**config.mk**
```make
export PLATFORM = sky130hd
export DESIGN_NAME = ceau_top
export DESIGN_NICKNAME = d
export VERILOG_FILES = /design/src/verilog/ceau_pkg.sv /design/src/verilog/ceau_addr_add.sv /design/src/verilog/ceau_top.sv
export SDC_FILE = /design/constraint.sdc
export NUM_CORES = 1
export LEC_CHECK = 0
export ABC_AREA = 0
export BUFFER_PORTS_ARGS = -buffer_cell sky130_fd_sc_hd__buf_4
export CAP_MARGIN = 40
export CORE_UTILIZATION = 42
export CTS_CLUSTER_DIAMETER = 60
export DETAILED_ROUTE_END_ITERATION = 10
export PLACE_DENSITY = 0.73
export SYNTH_ARGS = -nofsm -noshare
export SYNTH_HDL_FRONTEND = slang
export SYNTH_SLANG_ARGS = --single-unit
```
**constraint.sdc**
```tcl
create_clock -name ref_clk -period 4.6 [get_ports ref_clk]
set_clock_uncertainty 0.15 [all_clocks]
set_input_delay 0 -clock ref_clk [delete_from_list [all_inputs] [get_ports ref_clk]]
set_output_delay 0 -clock ref_clk [all_outputs]
set_load 0.01 [all_outputs]
```
**src/verilog/ceau_pkg.sv**
```systemverilog
`default_nettype none
package ceau_pkg;

  // Addressing mode selected by the decoder
  typedef enum logic [3:0] {
    ceau_am_reg_direct,
    ceau_am_reg_indirect,
    ceau_am_reg_disp,
    ceau_am_post_inc,
    ceau_am_pre_dec,
    ceau_am_abs8,
    ceau_am_abs16,
    ceau_am_immediate,
    ceau_am_pc_rel,
    ceau_am_mem_indirect
  } ceau_mode_e;

  // Instruction class presented with each request
  typedef enum logic [4:0] {
    ceau_ic_byte_move,
    ceau_ic_word_move,
    ceau_ic_word_add,
    ceau_ic_word_subtract,
    ceau_ic_word_compare,
    ceau_ic_address_add,
    ceau_ic_address_subtract,
    ceau_ic_unsigned_multiply,
    ceau_ic_unsigned_divide,
    ceau_ic_byte_add,
    ceau_ic_add_with_carry,
    ceau_ic_subtract_with_carry,
    ceau_ic_byte_compare,
    ceau_ic_logic_and,
    ceau_ic_logic_or,
    ceau_ic_logic_xor,
    ceau_ic_other_alu,
    ceau_ic_jump,
    ceau_ic_subroutine_jump,
    ceau_ic_conditional_branch,
    ceau_ic_branch_to_subroutine,
    ceau_ic_bit_set,
    ceau_ic_bit_clear,
    ceau_ic_bit_invert,
    ceau_ic_bit_test,
    ceau_ic_other_bit
  } ceau_class_e;

  localparam logic [7:0] ABS8_UPPER = 8'hFF;
  localparam logic [7:0] MEM_IND_UPPER = 8'h00;
  localparam logic [15:0] STEP_BYTE = 16'h0001;
  localparam logic [15:0] STEP_WORD = 16'h0002;
  localparam logic [15:0] IMPLIED_ONE = 16'h0001;
  localparam logic [15:0] IMPLIED_TWO = 16'h0002;
  localparam logic [15:0] ZERO_WORD = 16'h0000;
  localparam int BIT_NUM_LSB = 4;
  localparam logic [2:0] BIT_NUM_RESET = 3'h0;
  localparam logic [3:0] REG_INDEX_RESET = 4'h0;

endpackage
`default_nettype wire

```
**src/verilog/ceau_addr_add.sv**
```systemverilog
`timescale 1ns/10ps
`default_nettype none
module ceau_addr_add (
  input wire logic [15:0] base,
  input wire logic [15:0] offset,
  input wire logic force_even,
  output logic [15:0] sum
);

  logic [15:0] raw;

  assign raw = base + offset;
  assign sum = {raw[15:1], raw[0] & ~force_even};

endmodule
`default_nettype wire

```
**src/verilog/ceau_top.sv**
```systemverilog
`timescale 1ns/10ps
`default_nettype none
module ceau_top (
  input wire logic ref_clk,
  input wire logic reset,
  input wire logic req_valid,
  input wire ceau_pkg::ceau_mode_e req_mode,
  input wire ceau_pkg::ceau_class_e req_class,
  input wire logic req_is_store,
  input wire logic [3:0] req_reg_field,
  input wire logic [7:0] req_byte2,
  input wire logic [7:0] req_byte3,
  input wire logic [7:0] req_byte4,
  input wire logic req_implied_two,
  input wire logic req_bit_from_reg,
  input wire logic req_bit_in_byte4,
  input wire logic [7:0] bit_reg_value,
  input wire logic [15:0] reg_value,
  input wire logic [15:0] pc_value,
  input wire logic mem_rd_ack,
  input wire logic [15:0] mem_rd_data,
  output logic busy,
  output logic done,
  output logic fault,
  output logic [15:0] ea_addr,
  output logic ea_is_mem,
  output logic [15:0] imm_data,
  output logic imm_valid,
  output logic opnd_reg_valid,
  output logic opnd_reg_wide,
  output logic [3:0] opnd_reg_index,
  output logic wb_valid,
  output logic [2:0] wb_index,
  output logic [15:0] wb_value,
  output logic bit_valid,
  output logic [2:0] bit_number,
  output logic mem_rd_req,
  output logic [15:0] mem_rd_addr
);

  ////////////////////////////////////////////////////////////////////////////
  typedef enum logic {
    ceau_st_idle,
    ceau_st_fetch_ptr
  } ceau_state_e;

  typedef struct packed {
    ceau_state_e state;
    logic done;
    logic fault;
    logic [15:0] ea;
    logic ea_is_mem;
    logic [15:0] imm;
    logic imm_valid;
    logic reg_valid;
    logic reg_wide;
    logic [3:0] reg_index;
    logic wb_valid;
    logic [2:0] wb_index;
    logic [15:0] wb_value;
    logic bit_valid;
    logic [2:0] bit_number;
    logic rd_req;
    logic [15:0] rd_addr;
  } ceau_regs_s;

  localparam ceau_regs_s REGS_RESET = '{
    state: ceau_st_idle,
    done: 1'b0,
    fault: 1'b0,
    ea: ceau_pkg::ZERO_WORD,
    ea_is_mem: 1'b0,
    imm: ceau_pkg::ZERO_WORD,
    imm_valid: 1'b0,
    reg_valid: 1'b0,
    reg_wide: 1'b0,
    reg_index: ceau_pkg::REG_INDEX_RESET,
    wb_valid: 1'b0,
    wb_index: ceau_pkg::BIT_NUM_RESET,
    wb_value: ceau_pkg::ZERO_WORD,
    bit_valid: 1'b0,
    bit_number: ceau_pkg::BIT_NUM_RESET,
    rd_req: 1'b0,
    rd_addr: ceau_pkg::ZERO_WORD
  };

  ceau_regs_s regs_reg;
  ceau_regs_s regs_next;

  ////////////////////////////////////////////////////////////////////////////
  // Class groups
  logic cls_move;
  logic cls_word_move;
  logic cls_bit;
  logic cls_bit_reg_ok;
  logic cls_wide;
  logic cls_alu;
  logic cls_alu_imm;
  logic cls_addr_step;
  logic cls_jump;
  logic cls_rel;
  logic mode_ok;

  assign cls_word_move = (req_class == ceau_pkg::ceau_ic_word_move);
  assign cls_move = cls_word_move || (req_class == ceau_pkg::ceau_ic_byte_move);
  assign cls_addr_step = (req_class == ceau_pkg::ceau_ic_address_add) ||
                         (req_class == ceau_pkg::ceau_ic_address_subtract);
  assign cls_jump = (req_class == ceau_pkg::ceau_ic_jump) ||
                    (req_class == ceau_pkg::ceau_ic_subroutine_jump);
  assign cls_rel = (req_class == ceau_pkg::ceau_ic_conditional_branch) ||
                   (req_class == ceau_pkg::ceau_ic_branch_to_subroutine);
  assign cls_bit_reg_ok = (req_class == ceau_pkg::ceau_ic_bit_set) ||
                          (req_class == ceau_pkg::ceau_ic_bit_clear) ||
                          (req_class == ceau_pkg::ceau_ic_bit_invert) ||
                          (req_class == ceau_pkg::ceau_ic_bit_test);
  assign cls_bit = cls_bit_reg_ok || (req_class == ceau_pkg::ceau_ic_other_bit);
  assign cls_wide = cls_word_move || cls_addr_step ||
                    (req_class == ceau_pkg::ceau_ic_word_add) ||
                    (req_class == ceau_pkg::ceau_ic_word_subtract) ||
                    (req_class == ceau_pkg::ceau_ic_word_compare) ||
                    (req_class == ceau_pkg::ceau_ic_unsigned_multiply) ||
                    (req_class == ceau_pkg::ceau_ic_unsigned_divide);
  assign cls_alu_imm = (req_class == ceau_pkg::ceau_ic_byte_add) ||
                       (req_class == ceau_pkg::ceau_ic_add_with_carry) ||
                       (req_class == ceau_pkg::ceau_ic_subtract_with_carry) ||
                       (req_class == ceau_pkg::ceau_ic_byte_compare) ||
                       (req_class == ceau_pkg::ceau_ic_logic_and) ||
                       (req_class == ceau_pkg::ceau_ic_logic_or) ||
                       (req_class == ceau_pkg::ceau_ic_logic_xor);
  assign cls_alu = cls_alu_imm || cls_wide || (req_class == ceau_pkg::ceau_ic_other_alu);

  ////////////////////////////////////////////////////////////////////////////
  // Mode permission per class
  always_comb begin
    mode_ok = 1'b0;
    unique case (req_mode)
      ceau_pkg::ceau_am_reg_direct: begin
        mode_ok = cls_alu || cls_move || cls_bit;
      end
      ceau_pkg::ceau_am_reg_indirect: begin
        mode_ok = cls_move || cls_bit || cls_jump;
      end
      ceau_pkg::ceau_am_reg_disp: begin
        mode_ok = cls_move;
      end
      ceau_pkg::ceau_am_post_inc: begin
        mode_ok = cls_move && !req_is_store;
      end
      ceau_pkg::ceau_am_pre_dec: begin
        mode_ok = cls_move && req_is_store;
      end
      ceau_pkg::ceau_am_abs8: begin
        mode_ok = (req_class == ceau_pkg::ceau_ic_byte_move) || cls_bit;
      end
      ceau_pkg::ceau_am_abs16: begin
        mode_ok = cls_move || cls_jump;
      end
      ceau_pkg::ceau_am_immediate: begin
        mode_ok = cls_move || cls_alu_imm;
      end
      ceau_pkg::ceau_am_pc_rel: begin
        mode_ok = cls_rel;
      end
      ceau_pkg::ceau_am_mem_indirect: begin
        mode_ok = cls_jump;
      end
      default: begin
        mode_ok = 1'b0;
      end
    endcase
  end

  ////////////////////////////////////////////////////////////////////////////
  // Address arithmetic
  logic [15:0] step;
  logic [15:0] step_neg;
  logic [15:0] ea_base;
  logic [15:0] ea_offset;
  logic ea_even;
  logic [15:0] ea_sum;
  logic [15:0] upd_offset;
  logic [15:0] upd_sum;

  assign step = cls_word_move ? ceau_pkg::STEP_WORD : ceau_pkg::STEP_BYTE;
  assign step_neg = ceau_pkg::ZERO_WORD - step;

  always_comb begin
    ea_base = reg_value;
    ea_offset = ceau_pkg::ZERO_WORD;
    ea_even = cls_word_move;
    upd_offset = ceau_pkg::ZERO_WORD;
    unique case (req_mode)
      ceau_pkg::ceau_am_reg_disp: begin
        ea_offset = {req_byte3, req_byte4};
      end
      ceau_pkg::ceau_am_post_inc: begin
        upd_offset = step;
      end
      ceau_pkg::ceau_am_pre_dec: begin
        ea_offset = step_neg;
        upd_offset = step_neg;
      end
      ceau_pkg::ceau_am_abs8: begin
        ea_base = {ceau_pkg::ABS8_UPPER, req_byte2};
      end
      ceau_pkg::ceau_am_abs16: begin
        ea_base = {req_byte3, req_byte4};
        ea_even = cls_word_move || cls_jump;
      end
      ceau_pkg::ceau_am_pc_rel: begin
        ea_base = pc_value;
        ea_offset = {{8{req_byte2[7]}}, req_byte2};
        ea_even = 1'b1;
      end
      ceau_pkg::ceau_am_reg_indirect: begin
        ea_even = cls_word_move || cls_jump;
      end
      default: begin
        ea_base = reg_value;
      end
    endcase
  end

  ceau_addr_add u_ea_add (
    .base(ea_base),
    .offset(ea_offset),
    .force_even(ea_even),
    .sum(ea_sum)
  );

  ceau_addr_add u_upd_add (
    .base(reg_value),
    .offset(upd_offset),
    .force_even(1'b0),
    .sum(upd_sum)
  );

  ////////////////////////////////////////////////////////////////////////////
  // Operand details
  logic [15:0] imm_word;
  logic [2:0] imm_bit;
  logic bit_src_bad;

  assign imm_word = cls_word_move ? {req_byte3, req_byte4} : {8'h00, req_byte2};
  assign imm_bit = req_bit_in_byte4 ?
                   req_byte4[ceau_pkg::BIT_NUM_LSB +: 3] :
                   req_byte2[ceau_pkg::BIT_NUM_LSB +: 3];
  assign bit_src_bad = cls_bit && req_bit_from_reg && !cls_bit_reg_ok;

  ////////////////////////////////////////////////////////////////////////////
  always_comb begin
    regs_next = regs_reg;
    regs_next.done = 1'b0;
    regs_next.fault = 1'b0;
    regs_next.wb_valid = 1'b0;
    unique case (regs_reg.state)
      ceau_st_idle: begin
        if (req_valid) begin
          regs_next.fault = !mode_ok || bit_src_bad;
          regs_next.ea = ea_sum;
          regs_next.ea_is_mem = !((req_mode == ceau_pkg::ceau_am_reg_direct) ||
                                  (req_mode == ceau_pkg::ceau_am_immediate));
          regs_next.imm_valid = 1'b0;
          regs_next.imm = ceau_pkg::ZERO_WORD;
          if (cls_addr_step) begin
            regs_next.imm_valid = 1'b1;
            regs_next.imm = req_implied_two ? ceau_pkg::IMPLIED_TWO : ceau_pkg::IMPLIED_ONE;
          end else if (req_mode == ceau_pkg::ceau_am_immediate) begin
            regs_next.imm_valid = 1'b1;
            regs_next.imm = imm_word;
          end
          regs_next.reg_valid = (req_mode == ceau_pkg::ceau_am_reg_direct);
          regs_next.reg_wide = cls_wide;
          regs_next.reg_index = req_reg_field;
          if (req_mode != ceau_pkg::ceau_am_reg_direct) begin
            regs_next.reg_wide = 1'b1;
          end
          regs_next.wb_index = req_reg_field[2:0];
          regs_next.wb_value = upd_sum;
          regs_next.bit_valid = cls_bit;
          regs_next.bit_number = req_bit_from_reg ? bit_reg_value[2:0] : imm_bit;
          if (mode_ok && !bit_src_bad) begin
            regs_next.wb_valid = (req_mode == ceau_pkg::ceau_am_post_inc) ||
                                 (req_mode == ceau_pkg::ceau_am_pre_dec);
            if (req_mode == ceau_pkg::ceau_am_mem_indirect) begin
              regs_next.rd_req = 1'b1;
              regs_next.rd_addr = {ceau_pkg::MEM_IND_UPPER, req_byte2[7:1], 1'b0};
              regs_next.state = ceau_st_fetch_ptr;
            end else begin
              regs_next.done = 1'b1;
            end
          end else begin
            regs_next.done = 1'b1;
          end
        end
      end
      ceau_st_fetch_ptr: begin
        if (mem_rd_ack) begin
          regs_next.rd_req = 1'b0;
          regs_next.ea = {mem_rd_data[15:1], 1'b0};
          regs_next.done = 1'b1;
          regs_next.state = ceau_st_idle;
        end
      end
    endcase
  end

  always_ff @(posedge ref_clk) begin
    if (reset) begin
      regs_reg <= REGS_RESET;
    end else begin
      regs_reg <= regs_next;
    end
  end

  ////////////////////////////////////////////////////////////////////////////
  assign busy = (regs_reg.state == ceau_st_fetch_ptr);
  assign done = regs_reg.done;
  assign fault = regs_reg.fault;
  assign ea_addr = regs_reg.ea;
  assign ea_is_mem = regs_reg.ea_is_mem;
  assign imm_data = regs_reg.imm;
  assign imm_valid = regs_reg.imm_valid;
  assign opnd_reg_valid = regs_reg.reg_valid;
  assign opnd_reg_wide = regs_reg.reg_wide;
  assign opnd_reg_index = regs_reg.reg_index;
  assign wb_valid = regs_reg.wb_valid;
  assign wb_index = regs_reg.wb_index;
  assign wb_value = regs_reg.wb_value;
  assign bit_valid = regs_reg.bit_valid;
  assign bit_number = regs_reg.bit_number;
  assign mem_rd_req = regs_reg.rd_req;
  assign mem_rd_addr = regs_reg.rd_addr;

endmodule
`default_nettype wire

```
# After elaboration in Yosys (flattened, before gate mapping)
# Index checks and enable logic that the tools add are counted.
[totals]
ff_bits = 75
in_bits = 101
output_inout_bits = 84
word_cells = 143
[classes]
addsub = 3
n_eq_ne = 38
mux = 27
bitwise = 5
reduce_logical = 53
[op_table]
columns = ["op", "n"]
rows = [
  ["16-bit case mux with 3 select lines", 2],
  ["84-bit two-way mux", 1],
  ["17-bit two-way mux", 4],
  ["16-bit case mux with 2 select lines", 2],
  ["5-bit == test, second input constant", 10],
  ["5-bit by 4-bit == test with 1-bit output, second input constant", 8],
  ["1-bit logical OR", 33],
  ["16-bit adder", 2],
  ["16-bit two-way mux", 2],
  ["5-bit by 3-bit == test with 1-bit output, second input constant", 4],
  ["4-bit by 3-bit == test with 1-bit output, second input constant", 4],
  ["5-bit by 2-bit == test with 1-bit output, second input constant", 2],
  ["1-bit case mux with 10 select lines", 1],
  ["4-bit by 2-bit == test with 1-bit output, second input constant", 2],
  ["4-bit == test, second input constant", 2],
  ["2-bit != test, second input constant", 4],
  ["4-bit AND reduction", 2],
  ["1-bit two-way mux", 7],
  ["2-bit two-way mux", 3],
  ["3-bit two-way mux", 2],
  ["5-bit by 1-bit == test with 1-bit output, second input constant", 1],
  ["1-bit logical AND", 5],
  ["1-bit zero test", 5],
  ["5-bit zero test", 1],
  ["other kinds (12)", 17],
]

# Logic depth before layout (Yosys ltp)
[logic_depth]
ltp_word = 17
depth_mapped = 15

# By module
# Synthesis repeated with hierarchy kept, for this count alone.
[unflattened]
cells_unflattened = 715
area_unflattened_um2 = 5180.0
[modules_own_cells]
columns = ["module", "instances", "cells_each", "area_per_inst_um2"]
rows = [
  ["ceau_top", 1, 511, 3676.0],
  ["ceau_addr_add", 2, 102, 752.0],
]

# Least setup slack after synthesis
# No wires, ideal clock.
[synth_path]
kind = "input port to flip-flop"
from = "input req_mode[1]"
to = "register regs_reg, in the netlist ea_addr[8]"
arrival_ns = 3.013
required_time_ns = 4.335
slack_ns = 1.322
path_stages = 15
path_buffers = 2
path_cell_list = "clkbuf_1 > nor4bb_1 > clkbuf_1 > nor3_1 > a222oi_1 > nand2_1 > ha_1 > inv_1 > fa_1 > nand2b_1 > a21oi_1 > o221a_2 > nor2_1 > xor2_1 > a2111oi_0"
[synth_via]
elab_chain_len = 5
[synth_lines]
columns = ["item", "line", "source"]
rows = [
  ["start: declaration", "ceau_top.sv:7", "input wire ceau_pkg::ceau_mode_e req_mode,"],
  ["4-bit == test (tied with other cells)", "ceau_top.sv:192", "unique case (req_mode)"],
  ["16-bit case mux with 3 select lines", "ceau_top.sv:192", ""],
  ["16-bit adder (*)", "ceau_addr_add.sv:12", "assign raw = base + offset;"],
  ["84-bit two-way mux (*)", "ceau_top.sv:258", "if (req_valid) begin"],
  ["16-bit case mux with 2 select lines (*)", "ceau_top.sv:256", "unique case (regs_reg.state)"],
  ["end signal: assignment", "ceau_top.sv:312", "regs_reg <= regs_next;"],
  ["end: declaration", "ceau_top.sv:87", "ceau_regs_s regs_reg;"],
]
# Mark *: on every way between the ends. The rest lies on a longest branch, timed or not. The select of a mux whose other input is x is not followed.
# A chain may end at the register's enable or synchronous reset.

# Final worst setup path
[layout_path]
from = "input req_mode[2]"
to = "register regs_reg, in the netlist ea_addr[12]"
# The elaborated chain is that of the path after synthesis.

==> impl_results.md <==
* Status: finished clean
* Cell repeated most along the worst path: buf_4
* Slew @ Worst Pin at approximately 840 ps
* Fin crit share at between 80% and 90%
* Leading cell type by number of instances after synthesis: nand2_1
* Vias in the first global route at between 5,000 and 6,000
* Routed wire length at 17,900 µm
* Post-route ant nets at 0
* Unrepaired setup endpoints after global routing: no
* Synth async-reset ratio at 0%
* Worst setup EP type: flop
* Layout fillers at ~1,000
* DR vias at 5,946
* Post-Place Cells at 992
* Synth warn at 0
* GRT Util Overall at between 20 and 30%
* Finished Layout Cells at 1,067
* Die W at 114 µm
* CTS clk-pin slew, worst paths at 70 ps
* Slew margin rel. at 43.5%
* 1st-pass router iterations at 7
* Die Height at roughly 110 µm
* Cts bufs inserted at 9
* Hold Slack at 12.4 ps
* Share of cells above drive strength 1 at 23.6%
* Syn Area/Cell at 7.61 µm²
* Top_reg_cell synth: dfxtp_1
* CTS root buf: clkbuf_16
* Number of max-cap violations at 0
* Pwr dens at approximately 260 nW/µm²
* Grt met2 use at between 40% and 50%
* Antenna diode count at 0
* Simple-gate share of the synthesized area at 26.9%
* Grt met1 use at 35.4%
* Largest net degree at the start of global routing at 48
* Remaining global-route overflow at 0
* Port Buffers at 169
* Post-Synth XOR/XNOR Area at 2.68%
* Largest cells by area after synthesis: dfxtp_1, nand2_1, ha_1
* TritonCTS clock tree: built
* Max clock buf depth at 2
* Post-Synth Adder-Cell Area at 7.95%
* Type of origin of the critical path: primary input
* Maximum operating frequency at 0.248 GHz
* Clk sink count at between 70 and 80
* Final GP Congestion at 0.914
* # setup viols final at 0
* TNS Setup at 0 ps
* Buf+Inv Stages, Crit Path at 4
* Hold path startpoint: req_class[0]
* H-Tree Depth at 3
* Worst Path Max Fanout at 17
* Residual DRC at 0
* GRT Max-Usage Layer: met2
* Postcts setup bufs at 0
* Post-synth top cells: nand2_1, dfxtp_1, nor2_1, a21oi_1, clkbuf_1
* Initial Util at 43.3%
* Required time worst endpoint at 4700 ps
* P_leak at about 3.4 nW
* Area of the die at 12,900 µm²
* VDD IR max at 0.236 mV
* FF-to-FF Start: busy$_SDFF_PP0_
* Wire length per cell at 16.8 µm
* Synth cell types at 71
* HPWL Detailed at 12,900 µm
* Iteration-0 DRC Markers at 453
* First-pass GRT wire length at 28,000 µm
* Worst-Skew Late Latency at 340 ps
* Multiplexer share of the synthesized area at under 10%
* Synth area leader: dfxtp_1
* Worst path max stage delay at 710 ps
* IO Pins at 185
* CP arrival at 4120 ps
* Number of synthesized register bits at 72
* Layout area overhead at 43.8%
* Sequential fraction of the synthesis area at between 20 and 30%
* Mapped Area at approximately 5200 µm²
* Core Area at 12,100 µm²
* Met3 GRT Util at 4.94%
* Top-area cell type share of the netlist area at 27.6%
* Max-slew violations at 0
* HP Class: primary input to flop
* Crit path launch: req_mode[2]
* CP max-delay cell: nor3_1
* WS Path Type: primary input to flop
* Crit-path leading delay family: simple AND/OR/NAND/NOR gates
* Layout Utilization at 62.3%
* Fin. Hold Viols at 0
* Worst-path cell chain: dlygate4sd3_1, buf_4, nor4bb_2, buf_4, nor3_1, a222oi_1, nand2_1, ha_1, inv_1, fa_1, nand2b_1, a21oi_1, o221a_2, o2111ai_1, and3_1, o32ai_1
* Via density at 5.57
* Number of synthesized flops with an enable pin at 0
* Largest family of logic cells by synthesized area: simple AND/OR/NAND/NOR gates
* Gate Count Post-Synth at slightly below 700
* Row count at 40
* Complex-gate fraction of the synthesized area at 25.5%
* Final Net Count at 1,027
* Antenna violations before repair at 0
* Final min period at roughly 4000 ps
cells in the final DEF (no fill, tap or decap), types with 3 or more instances in the layout:
cell,count
buf_4,180
nand2_1,122
dfxtp_1,72
nor2_1,64
a21oi_1,61
dlygate4sd3_1,59
ha_1,30
o21ai_0,26
nand2b_1,26
mux2i_1,19
nand3_1,14
inv_1,14
nor3_1,12
xnor2_1,12
a221oi_1,11
a22oi_1,10
a21o_1,9
conb_1,9
clkbuf_16,9
a222oi_1,8
and3_1,7
a311oi_1,7
a211oi_1,7
o211ai_1,6
a221o_1,6
or3_1,6
nor2b_1,4
and2_1,4
o2111ai_1,4
xor2_1,4
a2111oi_0,4
nand3b_1,3
o31ai_1,3
o21bai_1,3
o21a_1,3
a31oi_1,3
and4b_1,3
inv_6,3
worst min-delay path: stages:
cell and delay, ps:
buf_4 170, nand3_1 80, a21oi_1 60, a21oi_1 120, nor2_1 40
report_power, final:
group	internal (mW)	switching [mW]	total, mW	leakage, nW
combinational	0.247	0.264	0.511	2.68
clock	0.481	0.301	0.782	0.153
sequential	0.657	0.0184	0.675	0.590
cells by family after synthesis:
logic type | Yosys count
flip-flops | 72
AND/OR/NAND/NOR | 288
adder cells (fa/ha/maj) | 32
multiplexers | 19
AO/OA/AOI/OAI | 193
buffers and inverters | 66
XOR/XNOR | 16
other | 1
flip-flops by register name, indices dropped and copies added (netlist names):
| register | count |
|---|---|
| mem_rd_req | 1 |
| mem_rd_addr | 7 |
| bit_number | 3 |
| opnd_reg_wide | 1 |
| done | 1 |
| fault | 1 |
| busy | 1 |
| ea_addr | 16 |
| wb_valid | 1 |
| ea_is_mem | 1 |
| imm_valid | 1 |
| opnd_reg_index | 4 |
| opnd_reg_valid | 1 |
| bit_valid | 1 |
| wb_value | 16 |
| imm_data | 16 |
what timing repair did:
item | in CTS | in global routing
endpoints found under the hold margin | 54 | 0
resized for setup | 0 | 0
hold buffers | 59 | 0
stage by stage:
step | worst slack [ps] | area (µm²) | total power [mW]
2_1_floorplan | 1320 | 5260 | 0.962
3_3_place_gp | 981 | 6600 | 1.15
3_5_place_dp | 856 | 6600 | 1.15
4_1_cts | 680 | 7510 | 1.97
5_1_grt | 206 | 7510 | 2.05
6_report | 576 | 7510 | 1.97
metal layers:
| metal | share of wire [%] | wire [µm] | up-vias |
|---|---|---|---|
| li1 | - | - | 2903 |
| met1 | 44 | 7860 | 2766 |
| met2 | 46 | 8250 | 243 |
| met3 | 7.0 | 1260 | 34 |
| met4 | 3.2 | 583 | 0 |
| met5 | 0 | 0 | - |
path summary, 6_finish.rpt:
check                           endpoint  slack (ps)  depth (start not counted)
max reg2reg    imm_data[15]$_SDFFE_PP0P_        1690                          6
min reg2reg  opnd_reg_valid$_SDFFE_PP0P_         300                          2
max             ea_addr[12]$_SDFFE_PP0P_         580                         16
min             imm_data[2]$_SDFFE_PP0P_          10                          5
cell type report:
type,instances,area [µm²],share of cell area [%]
Clock inverter,7,101,1.35
Multi-Input combinational cell,557,3540,47.1
Timing Repair Buffer,239,1940,25.8
Clock buffer,9,225,3.00
Sequential cell,72,1440,19.2
Inverter,15,56.3,0.749
Tap cell,168,210,2.80
Note: power is estimated with default switching activity, not from simulation.
